### src/shared/rcl_regs.vh
// Purpose: Register offsets, field positions, reset values and timing constants of the
//          resonant cycle limit and second drive output edge block.
// Assumes: Byte-wide registers at the offsets below, one clock at 125 MHz.
// Notes:   Definitions only; included by bare name.
`ifndef RCL_REGS_VH
`define RCL_REGS_VH

// Register offsets.
`define RCL_FREQ_SETTING_OFS          8'h40
`define RCL_MAX_CYCLE_HIGH_BYTE_OFS   8'h42
`define RCL_MAX_CYCLE_LOW_NIBBLE_OFS  8'h44
`define RCL_RISE_DELAY_OFS            8'h45
`define RCL_MIN_CYCLE_HIGH_BYTE_OFS   8'h46
`define RCL_FALL_OFFSET_OFS           8'h47
`define RCL_MIN_CYCLE_LOW_NIBBLE_OFS  8'h48

// Base of the decoded window and its number of byte slots.
`define RCL_WINDOW_BASE               8'h40
`define RCL_WINDOW_SLOTS              9

// Field positions.
`define RCL_FREQ_FIELD_MSB            5
`define RCL_FREQ_FIELD_LSB            0
`define RCL_NIBBLE_MSB                7
`define RCL_NIBBLE_LSB                4
`define RCL_FALL_LEAD_BIT             7

// Value of the frequency field that selects resonant operation.
`define RCL_RESONANT_CODE             6'h3f

// Reset values; the limits open fully so a clamp never bites before software sets them.
`define RCL_FREQ_SETTING_RST          8'h00
`define RCL_MAX_HIGH_RST              8'hff
`define RCL_MAX_LOW_RST               8'hf0
`define RCL_MIN_HIGH_RST              8'h00
`define RCL_MIN_LOW_RST               8'h00
`define RCL_RISE_DELAY_RST            8'h00
`define RCL_FALL_OFFSET_RST           8'h00

// Timing: one setting count is 5 ns, one clock is 8 ns.
`define RCL_NS_PER_COUNT              5
`define RCL_CLK_PERIOD_NS             8
`define RCL_LEAD_SPAN                 256

`endif

### src/verilog/rcl_reg_file.v
// Purpose: Byte register storage for the resonant cycle limit block.
// Assumes: One write strobe per byte; writes are taken on the clock edge.
// Notes:   Reserved bits are stored and read back like the rest of the byte.
`timescale 1ns/1ps
`default_nettype none
`include "rcl_regs.vh"

module rcl_reg_file (
  input  wire        clk,
  input  wire        nrst,
  input  wire [7:0]  wr_addr,
  input  wire [7:0]  wr_data,
  input  wire        wr_en,
  input  wire [7:0]  rd_addr,
  output reg  [7:0]  rd_data,
  output reg         rd_hit,
  output wire [71:0] flat
);

  ////////////////////////////////////////////////////////////////////////////////////////////
  // Decoding shared by the write and read sides.
  function slot_mapped;
    input [7:0] a;
    begin
      slot_mapped = (a == `RCL_FREQ_SETTING_OFS) || (a == `RCL_MAX_CYCLE_HIGH_BYTE_OFS) ||
                    (a == `RCL_MAX_CYCLE_LOW_NIBBLE_OFS) || (a == `RCL_RISE_DELAY_OFS) ||
                    (a == `RCL_MIN_CYCLE_HIGH_BYTE_OFS) || (a == `RCL_FALL_OFFSET_OFS) ||
                    (a == `RCL_MIN_CYCLE_LOW_NIBBLE_OFS);
    end
  endfunction

  function [7:0] slot_reset;
    input [3:0] i;
    begin
      case (i)
        4'h2:    slot_reset = `RCL_MAX_HIGH_RST;
        4'h4:    slot_reset = `RCL_MAX_LOW_RST;
        4'h5:    slot_reset = `RCL_RISE_DELAY_RST;
        4'h6:    slot_reset = `RCL_MIN_HIGH_RST;
        4'h7:    slot_reset = `RCL_FALL_OFFSET_RST;
        4'h8:    slot_reset = `RCL_MIN_LOW_RST;
        default: slot_reset = `RCL_FREQ_SETTING_RST;
      endcase
    end
  endfunction

  wire [7:0] wr_index;
  wire [7:0] rd_index;
  assign wr_index = wr_addr - `RCL_WINDOW_BASE;
  assign rd_index = rd_addr - `RCL_WINDOW_BASE;

  ////////////////////////////////////////////////////////////////////////////////////////////
  // One byte per slot; unmapped slots never store and read as zero.
  genvar g;
  generate
    for (g = 0; g < `RCL_WINDOW_SLOTS; g = g + 1) begin : slot
      // Slot address and index are held at full width and cut on purpose for the decoders.
      localparam [31:0] slot_addr = `RCL_WINDOW_BASE + g;
      localparam [31:0] slot_idx  = g;
      reg [7:0] value;
      always @(posedge clk or negedge nrst) begin
        if (!nrst) begin
          value <= slot_reset(slot_idx[3:0]);
        end else if (wr_en && slot_mapped(wr_addr) && (wr_index == g)) begin
          value <= wr_data;
        end
      end
      assign flat[g*8 +: 8] = slot_mapped(slot_addr[7:0]) ? value : 8'h00;
    end
  endgenerate

  // Read mux over the flattened storage.
  always @* begin
    rd_hit  = slot_mapped(rd_addr);
    rd_data = 8'h00;
    if (rd_hit) begin
      rd_data = flat[rd_index[3:0]*8 +: 8];
    end
  end

endmodule
`default_nettype wire

### src/verilog/rcl_resonant_timing.v
// Purpose: Resonant mode switching timebase with cycle limits and second drive output edges.
// Assumes: Register port is the internal side of the two-wire bus engine; 125 MHz clock.
// Notes:   Times are tracked in ns stepping by the 8 ns clock, so 5 ns settings round up
//          to the next clock edge at which the elapsed time reaches them.
`timescale 1ns/1ps
`default_nettype none
`include "rcl_regs.vh"

module rcl_resonant_timing (
  input  wire        clk,
  input  wire        nrst,
  input  wire [7:0]  reg_addr,
  input  wire [7:0]  reg_wdata,
  input  wire        reg_wr,
  input  wire        reg_rd,
  output reg  [7:0]  reg_rdata,
  output reg         reg_rvalid,
  output reg         reg_unmapped,
  input  wire [11:0] requested_cycle,
  output reg         second_drive_output,
  output reg         cycle_start_instant,
  output reg         resonant_active,
  output reg  [11:0] applied_cycle
);

  ////////////////////////////////////////////////////////////////////////////////////////////
  // Register storage.
  wire [71:0] regs_flat;
  wire [7:0]  rd_byte;
  wire        rd_hit;

  rcl_reg_file u_regs (
    .clk     (clk),
    .nrst    (nrst),
    .wr_addr (reg_addr),
    .wr_data (reg_wdata),
    .wr_en   (reg_wr),
    .rd_addr (reg_addr),
    .rd_data (rd_byte),
    .rd_hit  (rd_hit),
    .flat    (regs_flat)
  );

  // Read answers one clock after the strobe; unmapped offsets return zero.
  always @(posedge clk or negedge nrst) begin
    if (!nrst) begin
      reg_rdata    <= 8'h00;
      reg_rvalid   <= 1'b0;
      reg_unmapped <= 1'b0;
    end else begin
      reg_rvalid   <= reg_rd;
      reg_rdata    <= reg_rd ? rd_byte : 8'h00;
      reg_unmapped <= (reg_rd || reg_wr) && !rd_hit;
    end
  end

  ////////////////////////////////////////////////////////////////////////////////////////////
  // Field extraction.
  wire [7:0] freq_setting;
  wire [7:0] max_high;
  wire [7:0] max_low;
  wire [7:0] rise_delay;
  wire [7:0] min_high;
  wire [7:0] fall_offset;
  wire [7:0] min_low;

  assign freq_setting = regs_flat[0*8 +: 8];
  assign max_high     = regs_flat[2*8 +: 8];
  assign max_low      = regs_flat[4*8 +: 8];
  assign rise_delay   = regs_flat[5*8 +: 8];
  assign min_high     = regs_flat[6*8 +: 8];
  assign fall_offset  = regs_flat[7*8 +: 8];
  assign min_low      = regs_flat[8*8 +: 8];

  // Limits assemble as upper byte times 16 plus the top nibble of the lower register.
  wire [11:0] max_cycle;
  wire [11:0] min_cycle;
  assign max_cycle = {max_high, max_low[`RCL_NIBBLE_MSB:`RCL_NIBBLE_LSB]};
  assign min_cycle = {min_high, min_low[`RCL_NIBBLE_MSB:`RCL_NIBBLE_LSB]};

  // Only the all-ones frequency code selects resonant operation.
  wire mode_on;
  assign mode_on =
    (freq_setting[`RCL_FREQ_FIELD_MSB:`RCL_FREQ_FIELD_LSB] == `RCL_RESONANT_CODE);

  ////////////////////////////////////////////////////////////////////////////////////////////
  // Period clamp. A minimum set above the maximum is resolved in favour of the maximum,
  // since a cycle too short is safer for the power stage than one too long.
  reg [11:0] next_cycle;
  always @* begin
    next_cycle = requested_cycle;
    if (requested_cycle < min_cycle) begin
      next_cycle = min_cycle;
    end
    if (next_cycle > max_cycle) begin
      next_cycle = max_cycle;
    end
  end

  // Conversion of counts to ns; every count is 5 ns.
  wire [15:0] next_period_ns;
  wire [15:0] next_rise_ns;
  wire [15:0] next_mid_ns;
  wire [15:0] trail_ns;
  wire [15:0] lead_ns;
  reg  [15:0] next_fall_ns;

  // Products are formed at integer width and cut to 16 bits; 4095 counts of 5 ns still fit.
  wire [31:0] period_prod;
  wire [31:0] rise_prod;
  wire [31:0] trail_prod;
  wire [31:0] lead_prod;
  assign period_prod    = next_cycle * `RCL_NS_PER_COUNT;
  assign rise_prod      = rise_delay * `RCL_NS_PER_COUNT;
  assign trail_prod     = fall_offset * `RCL_NS_PER_COUNT;
  assign lead_prod      = (`RCL_LEAD_SPAN - fall_offset) * `RCL_NS_PER_COUNT;
  assign next_period_ns = period_prod[15:0];
  assign next_rise_ns   = rise_prod[15:0];
  assign next_mid_ns    = {1'b0, next_period_ns[15:1]};
  assign trail_ns       = trail_prod[15:0];
  assign lead_ns        = lead_prod[15:0];

  // Settings 0x80 and above lead the midpoint; a lead past the cycle start pins to zero.
  always @* begin
    next_fall_ns = next_mid_ns + trail_ns;
    if (fall_offset[`RCL_FALL_LEAD_BIT]) begin
      next_fall_ns = (lead_ns > next_mid_ns) ? 16'h0000 : (next_mid_ns - lead_ns);
    end
  end

  ////////////////////////////////////////////////////////////////////////////////////////////
  // Timebase. Edge and period targets are latched at each cycle start, so a register
  // write to the limit, rise delay or fall offset registers in mid-cycle never tears the current pulse.
  reg  [15:0] phase_ns;
  reg  [15:0] period_ns;
  reg  [15:0] rise_ns;
  reg  [15:0] fall_ns;
  wire [31:0] phase_sum;
  wire [15:0] phase_step;
  wire        wrap;

  assign phase_sum  = phase_ns + `RCL_CLK_PERIOD_NS;
  assign phase_step = phase_sum[15:0];
  assign wrap       = !resonant_active || (phase_step >= period_ns);

  always @(posedge clk or negedge nrst) begin
    if (!nrst) begin
      phase_ns            <= 16'h0000;
      period_ns           <= 16'h0000;
      rise_ns             <= 16'h0000;
      fall_ns             <= 16'h0000;
      applied_cycle       <= 12'h000;
      resonant_active     <= 1'b0;
      cycle_start_instant <= 1'b0;
    end else begin
      resonant_active <= mode_on;
      if (mode_on && wrap) begin
        phase_ns            <= 16'h0000;
        period_ns           <= next_period_ns;
        rise_ns             <= next_rise_ns;
        fall_ns             <= next_fall_ns;
        applied_cycle       <= next_cycle;
        cycle_start_instant <= 1'b1;
      end else begin
        phase_ns            <= mode_on ? phase_step : 16'h0000;
        cycle_start_instant <= 1'b0;
      end
    end
  end

  ////////////////////////////////////////////////////////////////////////////////////////////
  // Second drive output: high from the rise instant until the fall instant of each cycle.
  // The output is evaluated on the phase the counter is about to take, so it stays aligned
  // with the cycle start strobe.
  reg [15:0] next_phase;
  reg [15:0] use_rise;
  reg [15:0] use_fall;
  always @* begin
    next_phase = phase_step;
    use_rise   = rise_ns;
    use_fall   = fall_ns;
    if (wrap) begin
      next_phase = 16'h0000;
      use_rise   = next_rise_ns;
      use_fall   = next_fall_ns;
    end
  end

  always @(posedge clk or negedge nrst) begin
    if (!nrst) begin
      second_drive_output <= 1'b0;
    end else begin
      second_drive_output <= mode_on && (next_phase >= use_rise)
                             && (next_phase < use_fall);
    end
  end

endmodule
`default_nettype wire

### config.mk
export PLATFORM = sky130hd
export DESIGN_NAME = rcl_resonant_timing
export DESIGN_NICKNAME = d
export VERILOG_FILES = /design/src/verilog/rcl_reg_file.v /design/src/verilog/rcl_resonant_timing.v
export VERILOG_INCLUDE_DIRS = /design/src /design/src/shared
export SDC_FILE = /design/constraint.sdc
export NUM_CORES = 1
export LEC_CHECK = 0
export BUFFER_PORTS_ARGS = -buffer_cell sky130_fd_sc_hd__buf_2
export CAP_MARGIN = 25
export CELL_PAD_IN_SITES_DETAIL_PLACEMENT = 1
export CELL_PAD_IN_SITES_GLOBAL_PLACEMENT = 1
export CORE_MARGIN = 2
export CORE_UTILIZATION = 53
export DETAILED_ROUTE_END_ITERATION = 7
export HOLD_SLACK_MARGIN = 0.1
export PLACE_DENSITY = 0.88
export REMOVE_ABC_BUFFERS = 1
export SYNTH_ARGS = -nofsm -noshare
export SYNTH_HDL_FRONTEND = slang
export SYNTH_SLANG_ARGS = --single-unit
### constraint.sdc
create_clock -name clk -period 24.1 [get_ports clk]
set_input_delay 1.205 -clock clk [delete_from_list [all_inputs] [get_ports clk]]
set_output_delay 1.205 -clock clk [all_outputs]
set_load 0.01 [all_outputs]
-- Word-level counts from Yosys, hierarchy flattened
Index checks and enable logic that the tools add are counted.
W data, S select, Z words.
- flip-flop bits (word level): 139
- output and inout port bits: 25
- logic and storage cells: 83
- muxes and demuxes: 12
- shift-type cells: 1
- multiply operators: 4
- equal/unequal tests: 14
- reduce and logical (&&, ||, !) cells: 23
- order comparisons: 6
- add/subtract/negate cells: 5
- operator list (kind ; number):
    $mux W16 ; 6
    $shiftx A72 B8 Y8 ; 1
    $eq A8 B7 Y1 const B ; 7
    $eq A8 B3 Y1 const B ; 4
    $mux W12 ; 2
    $mul A8 B3 Y11 const B ; 2
    $add A16 B4 Y16 const B ; 1
    $ge A16 B11 Y1 ; 1
    $ge A16 B15 Y1 ; 1
    $gt A16 B14 Y1 ; 1
    $lt A16 B16 Y1 ; 1
    $mux W8 ; 2
    $sub A15 B14 Y16 ; 1
    $add A14 B11 Y15 ; 1
    $mul A12 B3 Y15 const B ; 1
    $mul A10 B4 Y14 const B ; 1
    $gt A12 B12 Y1 ; 1
    $logic_and A1 B1 Y1 ; 12
    $lt A12 B12 Y1 ; 1
    $mux W11 ; 1
    $sub A9 B8 Y10 const A ; 1
    $eq A8 B2 Y1 const B ; 1
    $eq A8 B4 Y1 const B ; 1
    $logic_not A8 Y1 ; 1
    other kinds (5) ; 13

-- Longest topological paths before layout
- depth in word-level cells: 11
- gate-level depth with buffers: 46
- mapped depth without buffers: 44

-- Modules after synthesis
A second synthesis with hierarchy kept.
- cells, all modules: 1132
- area total of the unflattened synthesis: 11014.3 um^2
- by module, submodules not included (module ; area an instance (um^2) ; sequential area each (um^2) ; times used ; cells an instance):
    rcl_resonant_timing ; 8106.5 ; 1951.9 ; 1 ; 917
    rcl_reg_file ; 2907.8 ; 1416.4 ; 1 ; 215

-- Least setup slack after synthesis
OpenSTA, ideal clock, no wires.
- path kind: input to register
- from: input requested_cycle[2]
- to: register second_drive_output
- buffers on the path: 2
- library setup time: 0.132 ns
- arrival: 9.340 ns
- cell stages on the path: 44
- setup slack: 14.628 ns
- cells stage by stage: ha_1 a211o_1 a31oi_1 o2111ai_1 a31o_2 clkbuf_1 nand2_1 o21ai_0 ha_1 a21oi_1 o21ai_0 a2111o_1 o21ai_2 clkbuf_1 mux2_2 ha_1 ha_1 inv_1 [8 not listed] or2_2 a21o_1 o41ai_1 o21ai_0 maj3_1 nand2_1 xor2_1 o2bb2ai_1 mux2i_1 ha_1 nand2_1 nor3_1 a21boi_0 nor3_1 o21ai_0 a21oi_1 o31ai_1 a31oi_1
- cells in the longest elaborated chain, start to end: 11
- RTL lines (what ; RTL line ; text):
    start: declaration ; rcl_resonant_timing.v:19 ; input wire [11:0] requested_cycle,
    $lt A12 B12 Y1 ; rcl_resonant_timing.v:92 ; if (requested_cycle < min_cycle) begin
    $mux W12 (*) ; rcl_resonant_timing.v:92 ;
    $gt A12 B12 Y1 ; rcl_resonant_timing.v:95 ; if (next_cycle > max_cycle) begin
    $mux W12 (*) ; rcl_resonant_timing.v:95 ;
    named net next_cycle[3] ; rcl_resonant_timing.v:89 ; reg [11:0] next_cycle;
    $mul A12 B3 Y15 (no line) (*) ; n/a ;
    $sub A15 B14 Y16 / $gt A16 B14 Y1 (equally long branches) ; rcl_resonant_timing.v:127 ; next_fall_ns = (lead_ns > next_mid_ns) ? 16'h0000 : (next_mid_ns - lead_ns);
    $mux W16 ; rcl_resonant_timing.v:127 ;
    $mux W16 (*) ; rcl_resonant_timing.v:126 ; if (fall_offset[`RCL_FALL_LEAD_BIT]) begin
    $mux W16 (*) ; rcl_resonant_timing.v:182 ; if (wrap) begin
    $lt A16 B16 Y1 (*) ; rcl_resonant_timing.v:194 ; && (next_phase < use_fall);
    $logic_and A1 B1 Y1 (*) ; rcl_resonant_timing.v:194 ;
    end signal: assignment ; rcl_resonant_timing.v:193 ; second_drive_output <= mode_on && (next_phase >= use_rise)
    end: declaration ; rcl_resonant_timing.v:20 ; output reg second_drive_output,
Mark *: on every way through the listed nets, which the timed path passes. The rest lies on a longest branch.
A chain may end at the register's enable or synchronous reset.

-- Final worst setup path
- from: input requested_cycle[5]
- to: register second_drive_output
- cells in the longest elaborated chain, start to end: 11
- RTL lines (what ; RTL line ; text):
    $lt A12 B12 Y1 ; rcl_resonant_timing.v:92 ;
    $mux W12 (*) ; rcl_resonant_timing.v:92 ;
    $gt A12 B12 Y1 ; rcl_resonant_timing.v:95 ;
    $mux W12 (*) ; rcl_resonant_timing.v:95 ;
    named net next_cycle[2] ; rcl_resonant_timing.v:89 ;
    $mul A12 B3 Y15 (no line) (*) ; n/a ;
    named net next_mid_ns[11] ; rcl_resonant_timing.v:103 ; wire [15:0] next_mid_ns;
    $sub A15 B14 Y16 / $gt A16 B14 Y1 (equally long branches) ; rcl_resonant_timing.v:127 ;
    $mux W16 ; rcl_resonant_timing.v:127 ;
    $mux W16 (*) ; rcl_resonant_timing.v:126 ;
    $mux W16 (*) ; rcl_resonant_timing.v:182 ;
    $lt A16 B16 Y1 (*) ; rcl_resonant_timing.v:194 ;
    $logic_and A1 B1 Y1 (*) ; rcl_resonant_timing.v:194 ;
Marks and branches as above.

==> results.md <==
* Status: completed
* Num rows at 52
* Post-synth ARST share at 100%
* CP delay by family, top: compound AO/OA/AOI/OAI gates
* Detailed-route wire length at 33,500 microns
* Crit path max-delay cell type: a221oi_1
* Root Buffer: clkbuf_16
* DR iter-0 viols at 430
* Seq cells post-synth at between 100 and 150
* Port bufs at 56
* Clock Latency Late Sink at between 0.4 and 0.5 ns
* Core area at around 0.020 sq mm
* Most frequent cell after synthesis: ha_1
* Post-synth EDFFs at 0
* Cts hold-fix bufs at 0
* Count of cells resized by post-cts repair at 0
* Clock Skew at 0.0149 ns
* Synth Flop Type: dfrtp_1
* Ant. Diodes at 0
* # IOs at 57
* Yosys warns at 0
* Gp weighted congestion at between 0.9 and 1
* Setup bufs post-CTS at 0
* Area leader, netlist: dfrtp_1
* Die Ht at 147 microns
* Worst-margin pin slew at ~1.2 ns
* Mapped Cells at approximately 1,100
* Sw Share at around two fifths
* Max Cap Viol at 0
* Relative slew slack at between 20% and 30%
* Top cell type's share of synthesized area at between 20% and 30%
* Tmin final at between 10 and 15 ns
* Critical path fanouts, max at 21
* Pwr/cell area at roughly 65 mW/mm^2
* Seq/Total Area, Yosys at 31.3%
* Comb pwr share at around 36%
* CTS tree: done
* Worst R2R Setup Slack at around 14 ns
* Worst path bufs/invs at 1
* Clock sinks at approximately 130
* Largest net degree at the start of global routing at 72
* Area grow syn2layout at 9.74%
* Cell Count, Final, Fillers Out at 1,469
* Pre-CTS setup slack at between 10 and 15 ns
* Net switching power at a little under 300 uW
* Inst Count DP at 1,437
* Setup Viol. Count Final at 0
* Synth cell count leaders: 145 x ha_1, 122 x dfrtp_1, 118 x inv_1
* CTS Buf Count at 17
* H-tree depth at 4
* Nets at 1,374
* Routed Antenna Nets at 0
* Fraction of layout cells with a size suffix above 1 at between 10% and 20%
* Starting Density at between 50% and 60%
* Antenna violations before repair at 0
* Worst Setup Path Type: in2reg
* Vias in the first global route at roughly 10,000
* CP Launch Type: input pin
* Chip width at 147 microns
* First drt pass iteration count at 5
* Syn Std Cell Area at around 0.011 sq mm
* Most area-consuming cells after synthesis: dfrtp_1 28%, ha_1 17%, mux2_2 8.0%
* Sequential power share at 31.1%
* Data required, critical path at 24.45 ns
* # DRC at 0
* Worst Path Arrival at approximately 11 ns
* Via count at around 9,000
* Slowest stage delay, CP at around 1.0 ns
* RSZ-0062 raised after global routing: no
* Yosys cell types at 80
* Final setup TNS at 0 ns
* Clock network power share at around 33%
* Internal power at about 470 uW
* Clk slew on worst S/H paths at 0.06 ns
* Total GRT Usage at 32.1%
* Count of final hold-check violations at 0
* Hold_ws at roughly 0.48 ns
* Post-route clock period utilization at between 40 and 50%
* Endpoint class of the critical path: register
* First-pass GRT wire length at 53,800 microns
* Slew Viols, Final at 0
* Crit path top cell by count: ha_1
* Max rail drop VDD at between 50 and 60 uV
* CTS Buffer Depth at 2
* DR WL/cell at 22.8 microns
* Mean Syn Cell Area at 9.41 sq um
* Worst min path class: reg2reg
* Vias per std cell at 6.14
* FMAX at between 90 and 100 MHz
* Die area at around 0.021 sq mm
* Leak at about 0.006 uW
* Detailed Place HPWL at between 20,000 and 30,000 microns
* Setup ws final at 13.10 ns
* Gr ovfl total at 0
## metrics by stage
stage / power, uW / util, % / instance area (sq um)
floorplan: 426 / - / 10600
global placement: 493 / 56.0 / 11300
detailed placement: 508 / 56.0 / 11300
CTS: 765 / 58.8 / 11800
global route: 805 / 58.8 / 11800
finish: 767 / 58.8 / 11800
## area by class of cell
| type | count | area, sq um |
|---|---|---|
| Clock buffer | 17 | 425 |
| Clock inverter | 15 | 134 |
| Fill cell | 2273 | 8290 |
| Inverter | 119 | 447 |
| Multi-Input combinational cell | 854 | 6780 |
| Sequential cell | 134 | 3370 |
| Tap cell | 270 | 338 |
| Timing Repair Buffer | 60 | 317 |
## worst min-delay path, delay by kind of cell, from the launching register on
kind | cells | cell delay (ns)
DFF | 1 | 0.34
and+or+nand+nor | 2 | 0.10
## power by group through the flow
stage	logic [uW]	clock network (uW)	registers [uW]
global route	301	265	239
finish	274	254	239
CTS	271	256	238
global placement	251	0	242
detailed placement	266	0	242
floorplan	187	0	239
## cell families (layout without fill, tap and decap cells)
group	count (synthesis)	count (layout)	synth area share, %
xor gates and xnor gates	56	56	4.77
muxes	106	106	11.8
and+or+nand+nor	288	288	12.5
buffers and inverters	157	211	5.72
adders and majority gates	159	159	19.2
DFF	134	134	31.3
other	1	2	0.0348
AOI/OAI and AO/OA	243	243	14.6
## worst paths after layout
| kind | start | endpoint | depth (start not counted) |
|---|---|---|---|
| max | requested_cycle[5] | second_drive_output$_DFF_PN0_ | 37 |
| min | fall_ns[14]$_DFFE_PN0P_ | fall_ns[14]$_DFFE_PN0P_ | 2 |
| max reg2reg | u_regs.slot[6].value[1]$_DFFE_PN0P_ | second_drive_output$_DFF_PN0_ | 37 |
| min reg2reg | fall_ns[14]$_DFFE_PN0P_ | fall_ns[14]$_DFFE_PN0P_ | 2 |
| max in group asynchronous | nrst | u_regs.slot[8].value[6]$_DFFE_PN0P_ | 2 |
| min in group asynchronous | nrst | period_ns[13]$_DFFE_PN0P_ | 1 |
## routing by layer
metal	vias to the layer above	part of all wire (%)	wire length, microns	GRT usage (%)
li1	4107	-	-	-
met1	4512	41	13800	39.0
met2	293	50	16600	55.8
met3	104	4.6	1530	4.97
met4	0	4.8	1620	15.7
met5	-	0	0	0
## state kept, by name, summed over array words and instances (netlist names), 8 cells and up
signal and cells:
phase_ns 13, applied_cycle 12, rise_ns 11, u_regs.slot.value 56, fall_ns 16, period_ns 13
reg_rdata 8
## layout by cell type, fill, tap and decap left out, drive strengths merged, types with 6 or more instances in the layout
cell type	n
buf	60
and2	6
a21oi	51
and4	6
inv	127
clkbuf	17
nor2	72
o211ai	7
nand3	23
nand4	12
dfrtp	122
xnor2	31
nand2b	11
dfstp	12
a211o	7
clkinv	6
nor2b	11
o21a	8
mux2	78
xor2	25
ha	145
nor3	11
mux4	8
a31oi	9
a21o	17
o21ai	77
nand2	105
mux2i	20
fa	11
and3	15
a21boi	12
o22ai	11
Power figures use the tool's default switching activity.
